### src/rtl/sfpc_defines.vh
`ifndef SFPC_DEFINES_VH
`define SFPC_DEFINES_VH

// Clock rate
`define SFPC_MCLK_KHZ 40000

// Idle pin levels {data, clock, select}
`define SFPC_PIN_IDLE 3'h1

// Self-timed cycle maxima, printed units
`define SFPC_WB_MAX_MS 5
`define SFPC_WS_MAX_MS 15
`define SFPC_EB_MAX_S 10
`define SFPC_ES_MAX_S 3

// Command codes and status fields
`define SFPC_OP_WREN 8'h06
`define SFPC_OP_WRDI 8'h04
`define SFPC_OP_RDSR 8'h05
`define SFPC_OP_WRSR 8'h01
`define SFPC_OP_READ 8'h03
`define SFPC_OP_RDID 8'hab
`define SFPC_OP_WRITE 8'h02
`define SFPC_OP_EBULK 8'hc7
`define SFPC_OP_ESECT 8'hd8
`define SFPC_SR_BUSY_BIT 0
`define SFPC_SR_WEL_BIT 1

// Self-timed job kinds
`define SFPC_JOB_WB 2'h0
`define SFPC_JOB_WS 2'h1
`define SFPC_JOB_EB 2'h2
`define SFPC_JOB_ES 2'h3

`endif

### src/rtl/sfpc_flash.v
// Function
// - Select low: enabled, active, accepting traffic
// - Select high: disabled, active until cycle done
// - Byte write finishes within 5 ms
// - Status write finishes within 15 ms
// - Bulk erase finishes within its bound
// - Sector erase finishes within 3 s
// - Sample serial input on rising clock
// - Drive output after falling edge; release
// - Busy flag set during self-timed cycles
`timescale 1ns/1ps
`default_nettype none
`include "sfpc_defines.vh"
module sfpc_flash #(
    parameter WB_CYC = `SFPC_WB_MAX_MS * `SFPC_MCLK_KHZ,
    parameter WS_CYC = `SFPC_WS_MAX_MS * `SFPC_MCLK_KHZ,
    parameter EB_CYC = `SFPC_EB_MAX_S * 1000 * `SFPC_MCLK_KHZ,
    parameter ES_CYC = `SFPC_ES_MAX_S * 1000 * `SFPC_MCLK_KHZ,
    parameter [7:0] SILICON_ID = 8'h5a // Arbitrary value
) (
    // Clock and reset
    input wire mclk,
    input wire rstn,
    // Serial port pins
    input wire chip_select_low,
    input wire serial_clock_in,
    input wire serial_command_in,
    output reg serial_data_out,
    output reg serial_data_oe,
    // Power and progress status
    output wire active_power,
    output wire port_enabled,
    output wire cycle_busy,
    // Array-side strobes
    output reg [23:0] array_addr,
    output reg [7:0] array_wdata,
    output reg array_wstrobe,
    input wire [7:0] array_rdata,
    output reg [1:0] job_kind,
    output reg job_start
);
    localparam ST_IDLE = 3'b001;
    localparam ST_SHIFT = 3'b010;
    localparam ST_BUSY = 3'b100;

    wire [2:0] lvl;
    wire [2:0] rise;
    wire [2:0] fall;
    reg [2:0] state;
    reg [7:0] sh;
    reg [2:0] bitc;
    reg [7:0] op;
    reg [2:0] bytec;
    reg [23:0] addr;
    reg [7:0] outsh;
    reg wel;
    reg [7:0] srbits;
    reg pend_valid;
    reg [1:0] pend_kind;
    reg [31:0] timer;
    reg [7:0] next_sh;

    // Pin filtering: select, clock, data
    sfpc_sync #(.WIDTH(3), .INIT(`SFPC_PIN_IDLE)) u_sync (
        .mclk(mclk),
        .rstn(rstn),
        .raw({serial_command_in, serial_clock_in, chip_select_low}),
        .level(lvl),
        .rise(rise),
        .fall(fall)
    );

    wire sel = ~lvl[0];
    wire sclk_rise = rise[1] & sel;
    wire sclk_fall = fall[1] & sel;
    wire sel_end = rise[0];
    wire busy = (state == ST_BUSY);
    wire [7:0] status = {6'h00, wel, busy};

    assign port_enabled = sel;
    assign active_power = sel | busy;
    assign cycle_busy = busy;

    // Duration of each self-timed job
    function [31:0] job_len;
        input [1:0] k;
        begin
            case (k)
                `SFPC_JOB_WB: job_len = WB_CYC;
                `SFPC_JOB_WS: job_len = WS_CYC;
                `SFPC_JOB_EB: job_len = EB_CYC;
                default: job_len = ES_CYC;
            endcase
        end
    endfunction

    // Byte being assembled on this rising edge
    always @* begin
        next_sh = {sh[6:0], lvl[2]};
    end

    // Command decode, self-timed cycles
    always @(posedge mclk or negedge rstn) begin
        if (!rstn) begin
            state <= ST_IDLE;
            sh <= 8'h00;
            bitc <= 3'h0;
            op <= 8'h00;
            bytec <= 3'h0;
            addr <= 24'h000000;
            wel <= 1'b0;
            srbits <= 8'h00;
            pend_valid <= 1'b0;
            pend_kind <= `SFPC_JOB_WB;
            timer <= 32'h0;
            array_addr <= 24'h000000;
            array_wdata <= 8'h00;
            array_wstrobe <= 1'b0;
            job_kind <= `SFPC_JOB_WB;
            job_start <= 1'b0;
        end else begin
            array_wstrobe <= 1'b0;
            job_start <= 1'b0;
            case (state)
                ST_IDLE: begin
                    bitc <= 3'h0;
                    bytec <= 3'h0;
                    pend_valid <= 1'b0;
                    if (sel) begin
                        state <= ST_SHIFT;
                    end
                end
                ST_SHIFT: begin
                    if (sclk_rise) begin
                        sh <= next_sh;
                        bitc <= bitc + 3'h1;
                        if (bitc == 3'h7) begin
                            pend_valid <= 1'b0;
                            if (bytec != 3'h7) begin
                                bytec <= bytec + 3'h1;
                            end
                            if (bytec == 3'h0) begin
                                op <= next_sh;
                                if (next_sh == `SFPC_OP_WREN) begin
                                    wel <= 1'b1;
                                end
                                if (next_sh == `SFPC_OP_WRDI) begin
                                    wel <= 1'b0;
                                end
                                if (next_sh == `SFPC_OP_EBULK && wel) begin
                                    pend_valid <= 1'b1;
                                    pend_kind <= `SFPC_JOB_EB;
                                end
                            end else if (bytec < 3'h4) begin
                                addr <= {addr[15:0], next_sh};
                                if (bytec == 3'h3 && op == `SFPC_OP_ESECT && wel) begin
                                    pend_valid <= 1'b1;
                                    pend_kind <= `SFPC_JOB_ES;
                                end
                            end else begin
                                addr <= addr + 24'h000001;
                            end
                            if (bytec == 3'h1 && op == `SFPC_OP_WRSR && wel) begin
                                srbits <= next_sh;
                                pend_valid <= 1'b1;
                                pend_kind <= `SFPC_JOB_WS;
                            end
                            if (bytec >= 3'h4 && op == `SFPC_OP_WRITE && wel) begin
                                array_addr <= addr;
                                array_wdata <= next_sh;
                                array_wstrobe <= 1'b1;
                                pend_valid <= 1'b1;
                                pend_kind <= `SFPC_JOB_WB;
                            end
                        end
                    end
                    if (sclk_rise && bitc != 3'h7) begin
                        pend_valid <= 1'b0;
                    end
                    // Select rising starts the job at once; counters cleared for polling
                    if (sel_end) begin
                        bitc <= 3'h0;
                        bytec <= 3'h0;
                        if (pend_valid) begin
                            state <= ST_BUSY;
                            timer <= job_len(pend_kind);
                            job_kind <= pend_kind;
                            job_start <= 1'b1;
                        end else begin
                            state <= ST_IDLE;
                        end
                    end
                end
                ST_BUSY: begin
                    // Status polling still allowed while busy
                    if (sel_end) begin
                        bitc <= 3'h0;
                        bytec <= 3'h0;
                    end else if (sclk_rise) begin
                        bitc <= bitc + 3'h1;
                        sh <= next_sh;
                        if (bitc == 3'h7 && bytec == 3'h0) begin
                            op <= next_sh;
                            bytec <= 3'h1;
                        end
                    end
                    if (timer <= 32'h1) begin
                        state <= ST_IDLE;
                        wel <= 1'b0;
                    end else begin
                        timer <= timer - 32'h1;
                    end
                end
                default: state <= ST_IDLE;
            endcase
        end
    end

    // Output shifter: loads on falling edges
    always @(posedge mclk or negedge rstn) begin
        if (!rstn) begin
            outsh <= 8'h00;
            serial_data_out <= 1'b0;
            serial_data_oe <= 1'b0;
        end else begin
            if (!sel) begin
                serial_data_oe <= 1'b0;
            end else if (sclk_fall && bytec != 3'h0) begin
                serial_data_oe <= 1'b1;
                if (bitc == 3'h0) begin
                    if (op == `SFPC_OP_RDSR) begin
                        serial_data_out <= status[7];
                        outsh <= {status[6:0], 1'b0};
                    end else if (op == `SFPC_OP_RDID && !busy) begin
                        serial_data_out <= SILICON_ID[7];
                        outsh <= {SILICON_ID[6:0], 1'b0};
                    end else if (op == `SFPC_OP_READ && !busy && bytec >= 3'h4) begin
                        serial_data_out <= array_rdata[7];
                        outsh <= {array_rdata[6:0], 1'b0};
                    end else begin
                        serial_data_out <= outsh[7];
                        outsh <= {outsh[6:0], 1'b0};
                    end
                end else begin
                    serial_data_out <= outsh[7];
                    outsh <= {outsh[6:0], 1'b0};
                end
            end
        end
    end
endmodule
`default_nettype wire

### src/rtl/sfpc_sync.v
`timescale 1ns/1ps
`default_nettype none
module sfpc_sync #(
    parameter WIDTH = 3,
    parameter [WIDTH-1:0] INIT = {WIDTH{1'b1}}
) (
    // Clock and reset
    input wire mclk,
    input wire rstn,
    // Raw and filtered levels
    input wire [WIDTH-1:0] raw,
    output reg [WIDTH-1:0] level,
    output wire [WIDTH-1:0] rise,
    output wire [WIDTH-1:0] fall
);
    reg [WIDTH-1:0] s1;
    reg [WIDTH-1:0] s2;
    reg [WIDTH-1:0] s3;
    reg [WIDTH-1:0] prev;
    genvar i;

    // Three stages; reset to idle level so no false edge follows reset
    generate
        for (i = 0; i < WIDTH; i = i + 1) begin : g_bit
            always @(posedge mclk or negedge rstn) begin
                if (!rstn) begin
                    s1[i] <= INIT[i];
                    s2[i] <= INIT[i];
                    s3[i] <= INIT[i];
                    level[i] <= INIT[i];
                    prev[i] <= INIT[i];
                end else begin
                    s1[i] <= raw[i];
                    s2[i] <= s1[i];
                    s3[i] <= s2[i];
                    if (s2[i] == s3[i]) begin
                        level[i] <= s3[i];
                    end
                    prev[i] <= level[i];
                end
            end
        end
    endgenerate

    assign rise = level & ~prev;
    assign fall = ~level & prev;
endmodule
`default_nettype wire

### config.mk
export PLATFORM = sky130hd
export DESIGN_NAME = sfpc_flash
export DESIGN_NICKNAME = d
export VERILOG_FILES = /design/src/rtl/sfpc_flash.v /design/src/rtl/sfpc_sync.v
export VERILOG_INCLUDE_DIRS = /design/src /design/src/rtl
export SDC_FILE = /design/constraint.sdc
export NUM_CORES = 1
export LEC_CHECK = 0
export BUFFER_PORTS_ARGS = -buffer_cell sky130_fd_sc_hd__buf_2
export CORE_ASPECT_RATIO = 0.5
export CORE_MARGIN = 1
export CORE_UTILIZATION = 45
export CTS_CLUSTER_DIAMETER = 150
export CTS_CLUSTER_SIZE = 10
export DETAILED_ROUTE_END_ITERATION = 12
export MAX_ROUTING_LAYER = met4
export SKIP_CTS_REPAIR_TIMING = 1
export SLEW_MARGIN = 5
export SYNTH_ARGS = -nofsm -noshare
export SYNTH_HDL_FRONTEND = slang
export SYNTH_SLANG_ARGS = --single-unit
### constraint.sdc
create_clock -name mclk -period 5.55 [get_ports mclk]
set_clock_uncertainty 0.15 [all_clocks]
set_input_delay 0.555 -clock mclk [delete_from_list [all_inputs] [get_ports mclk]]
set_output_delay 0.555 -clock mclk [all_outputs]
set_load 0.05 [all_outputs]
======== Word-level counts from Yosys, hierarchy flattened ========
Cells that the tools add are included.
storage, ports and cells
  memories ................................ 0
  input bits .............................. 13
  output and inout port bits .............. 41
  register bits ........................... 145
  bits in writable memories ............... 0
  memory bits (read-only) ................. 0
  latch bits .............................. 0
cells by class
  $add $sub $neg .......................... 4
  multipliers ............................. 0
  shifts and indexed selects .............. 0
  muxes and demuxes ....................... 72
  order comparisons ....................... 3
  reduce and logical (&&, ||, !) cells .... 39
  bitwise operators ....................... 9
  equal/unequal tests ..................... 43
  divide/modulo/power cells ............... 0
operators with widths
  operator                                                          count
  two-way mux 32 bit                                                3
  two-way mux 8 bit                                                 12
  one-hot mux 29 bit (3 select lines)                               1
  one-hot mux 32 bit (2 select lines)                               1
  two-way mux 3 bit                                                 13
  less-or-equal comparator 32 x 1 -> 1 bit (second input constant)  1
  one-hot mux 8 bit (2 select lines)                                2
  subtractor 32 x 1 -> 32 bit (second input constant)               1
  two-way mux 1 bit                                                 28
  inequality test 3 bit (second input constant)                     9
  adder 24 x 1 -> 24 bit (second input constant)                    1
  equality test 8 x 3 -> 1 bit (second input constant)              3
  equality test 8 bit (second input constant)                       3
  two-way mux 24 bit                                                1
  inequality test 2 bit (second input constant)                     9
  one-hot mux 3 bit (3 select lines)                                2
  AND reduction 6 bit                                               3
  equality test 8 x 2 -> 1 bit (second input constant)              2
  logical AND 1 bit                                                 13
  two-way mux 2 bit                                                 6
  AND reduction 4 bit                                               3
  AND reduction 3 bit                                               3
  equality test 8 x 1 -> 1 bit (second input constant)              1
  nonzero test 2 bit                                                4
  other kinds (28)                                                  45

======== Logic depth before layout (Yosys ltp) ========
  depth after elaboration ................. 12
  depth in mapped cells ................... 9
  mapped depth without buffers ............ 8

======== Modules after synthesis ========
A second synthesis with hierarchy kept.
unflattened totals
  cells, all modules ...................... 713
  area, all modules ....................... 7304.5 µm²
modules (own cells, without submodules)
  module      seq. area each (µm²)  cells each  instances  area an instance (µm²)
  sfpc_flash  3229.3                689         1          6847.8
  sfpc_sync   381.6                 24          1          456.7

======== Worst setup path after synthesis ========
OpenSTA, ideal clock, no wires.
  path type ............................... flip-flop to flip-flop
  start point ............................. register bitc[0]
  end point ............................... register array_addr[0]
  setup slack ............................. 2917 ps
  period minus slack after synthesis ...... 2633 ps
  arrival ................................. 2358 ps
  cell stages (with the launch flop) ...... 8
  buffers on the path ..................... 1
  cell sequence ........................... dfrtp_1 ha_1 ha_1 nor4bb_1 nand2_1 nor3_1 buf_2 mux2_2
on the way
  cells in the longest elaborated chain, start to end .. 2
RTL lines
  what                                  line              text
  start, declared                       sfpc_flash.v:51   reg [2:0] bitc;
  start signal, assigned                sfpc_flash.v:136  bitc <= bitc + 3'h1;
  start signal, assigned                sfpc_flash.v:200  bitc <= bitc + 3'h1;
  equality test 3 bit                   sfpc_flash.v:137  if (bitc == 3'h7) begin
  AND reduction 4 bit (no source line)  --
  end signal, assigned                  sfpc_flash.v:169  array_addr <= addr;
  end, declared                         sfpc_flash.v:35   output reg [23:0] array_addr,
Every way passes these cells.
A chain may end at the register's enable or synchronous reset.

======== Final worst setup path ========
  start point ............................. register bitc[0]
  end point ............................... register array_wdata[3]
on the way
  cells in the longest elaborated chain, start to end .. 2
RTL lines
  what                                  line              text
  equality test 3 bit                   sfpc_flash.v:137
  AND reduction 4 bit (no source line)  --
  end signal, assigned                  sfpc_flash.v:170  array_wdata <= next_sh;
  end, declared                         sfpc_flash.v:36   output reg [7:0] array_wdata,
Every way passes these cells.

==> flow_metrics.tcl <==
set metrics [dict create \
    dpl.hpwl_mm 12.2 \
    via_per_inst 6.00 \
    max_freq_mhz 294 \
    fin_crit_ns 3.40 \
    ff2ff_setup_slack_ns 2.15 \
    synth_nets 772 \
    clock-root-buffer "clkbuf_16" \
    p_switching_mw 0.758 \
    swShare 0.295 \
    ys_warn_count 0 \
    die_area_sq_um 17200 \
    grt_overflow 0 \
    antenna_found_initial 0 \
    core.rowCount 32 \
    synth.distinct_cells 73 \
    die_w_um 185 \
    p_comb_frac 0.117 \
    htree_levels 4 \
    utilization 0.536 \
    boundaryPins 54 \
    numPortBuffers 53 \
    clock_latency_ns 0.43 \
    p_leak_nw 3.92 \
    cp-end-kind "flip-flop" \
    grt.busiest_layer "met2" \
    grt_pass1_vias 5767 \
    grt_util_met1 0.328 \
    rsz0062_at_grt "false" \
    fin_hold_ws_ns 0.0214 \
    setup_tns_ns 0 \
    internal_power_mw 1.82 \
    p_per_area_nw_per_um2 303 \
    synth-edff-count 0 \
    clk_path_buf_depth 2 \
    remaining_drc_errors 0 \
    antenna_left 0 \
    fp.coreArea_sq_um 15900 \
    ir_drop_uv 220 \
    critPathArrivalTime_ns 3.56 \
    layout_commonest_cell "dfrtp_1" \
    finalSetupViolCount 0 \
    grt_pass1_wl_mm 31.2 \
    hold_viol 0 \
    wl_mm 18.5 \
    ys_seq_elements 143 \
    nFillCells 1437 \
    regToRegEndpoint "array_wdata[3]" \
    gp_congestion 0.906 \
    syn_to_final_growth_pct 13.2 \
    drive_gt1_frac 0.224 \
    cp.required_ns 5.71 \
    status "completed" \
    avgSynthCellArea_sq_um 10.1 \
    die_y_um 93.3 \
    numCtsBuffers 17 \
    grt_max_degree 95 \
    yosysSeqAreaShare 0.478 \
    pwr-share-clk 0.434 \
    vias 6075 \
    post-route-period-util 0.612 \
    first_pass_iters 5 \
    async_flop_share 1.00 \
    initial_core_util 0.473 \
    seqPwrFrac 0.450 \
    wire_per_inst_um 18.3 \
    synth_ff_type "dfrtp_1" \
    tightest_slew_ns 0.988 \
    critPathLaunchType "flip-flop" \
    clkTransAtPathRegs_ns 0.07 \
    worst_r2r_path_depth 7 \
    r2r-start "bitc[0]" \
    hp-class "input pin to async pin" \
    grt_usage 0.240 \
    use_met2 0.371 \
    n_antenna_cell 0 \
    synthCells 743 \
    crit_type "flip-flop to flip-flop" \
    crit_fanout 33 \
    cts.sinks 143 \
    netlist_area_sq_um 7510 \
    slew_headroom 0.336 \
    nets 807 \
    max-cap-violations 0 \
    drv_slew 0 \
    layout_common_cells "dfrtp_1 (137), nand2_1 (56), mux2_2 (54)" \
    drt_iter0_drc 378 \
    use_met3 0.0487 \
    cts_tree "done" \
]
[state kept, by name, summed over array words and instances, names as in the netlist, 3 cells and up]
| register | cells |
|---|---|
| u_sync.s3 | 3 |
| op | 8 |
| u_sync.level | 3 |
| bytec | 3 |
| array_wdata | 8 |
| outsh | 7 |
| array_addr | 24 |
| sh | 7 |
| state | 3 |
| bitc | 3 |
| addr | 24 |
| timer | 32 |
| u_sync.s1 | 3 |
| u_sync.s2 | 3 |
[area by class of cell]
| type | count | area, sq um | share of cell area |
|---|---|---|---|
| timing repair buffer | 60 | 324 | 0.0381 |
| clock buffer | 17 | 425 | 0.0501 |
| tap | 221 | 277 | 0.0326 |
| sequential | 143 | 3590 | 0.422 |
| multi-input combinational | 534 | 3660 | 0.430 |
| inverter | 22 | 82.6 | 0.00972 |
| clock inverter | 15 | 144 | 0.0169 |
[power groups by stage]
stage	sequential (mW)	combinational, mW	clock (mW)
after floorplan	1.17	0.205	0
after global placement	1.17	0.296	0
after detailed placement	1.18	0.300	0
after CTS	1.16	0.301	1.13
after global routing	1.17	0.335	1.18
final	1.16	0.300	1.12
[cells by family (layout without fill, tap and decap cells)]
group           count (synthesis)  after routing  share of synthesized area
simple gates                  278            278                      0.203
compound gates                169            169                      0.154
flops                         143            143                      0.478
mux                            66             66                     0.0970
buf+inv                        66            114                     0.0358
fa+ha+maj                      19             19                     0.0307
xor+xnor                        2              2                    0.00233
[synth_stat cells, drive strengths merged (4+ instances only)]
cell | count | share of area
dfrtp | 137 | 0.46
nand2 | 56 | 0.028
mux2 | 54 | 0.081
nor2 | 47 | 0.024
a21oi | 40 | 0.028
nand3 | 38 | 0.025
clkbuf | 33 | 0.017
o21ai | 32 | 0.022
nor3 | 28 | 0.019
nand4 | 25 | 0.021
inv | 20 | 0.010
ha | 16 | 0.027
or4 | 14 | 0.016
nor4 | 13 | 0.016
mux2i | 12 | 0.016
buf | 11 | 0.0082
o31ai | 11 | 0.013
o22ai | 10 | 0.0083
or3 | 10 | 0.0083
a31oi | 9 | 0.0075
o211ai | 9 | 0.0090
nor2b | 8 | 0.0067
and3 | 7 | 0.0058
o221ai | 7 | 0.0082
dfstp | 6 | 0.021
nand2b | 5 | 0.0042
o22a | 5 | 0.0058
a211oi | 4 | 0.0040
a221o | 4 | 0.0053
a22oi | 4 | 0.0040
a2bb2oi | 4 | 0.0047
nor3b | 4 | 0.0047
o311ai | 4 | 0.0047
or2 | 4 | 0.0033
[layer usage]
layer | routed length [um] | share of wire
met1 | 9190 | 0.50
met2 | 8500 | 0.46
met3 | 731 | 0.039
met4 | 103 | 0.0056
met5 | 0 | 0
[worst max-delay path: stages (launching register included)]
cell and delay [ns]:
dfrtp_1 0.39, ha_1 0.16, ha_1 0.21, nor4bb_1 0.68, nand2_1 0.56, nor3_2 0.30
buf_4 0.40, mux2_2 0.39
[worst max-delay path by stage]
stage / cells after the start / slack (ns) / start / endpoint
final: 7 / 2.15 / bitc[0] / array_wdata[3]
after global routing: 7 / 1.91 / state[0] / timer[5]
after CTS: 7 / 2.21 / state[0] / timer[5]
after detailed placement: 7 / 2.21 / state[0] / timer[12]
after global placement: 7 / 2.27 / state[0] / timer[12]
after floorplan: 7 / 2.92 / bitc[0] / array_addr[0]
[metrics by stage]
step           std cells  power, mW  setup WS [ns]  area [sq um]
2_1_floorplan        743       1.37           2.92          7510
3_3_place_gp         980       1.47           2.27          7930
3_5_place_dp         980       1.48           2.21          7930
4_1_cts             1012       2.59           2.21          8490
5_1_grt             1012       2.68           1.91          8490
6_report            1012       2.57           2.15          8490
Power figures use the tool's default switching activity.
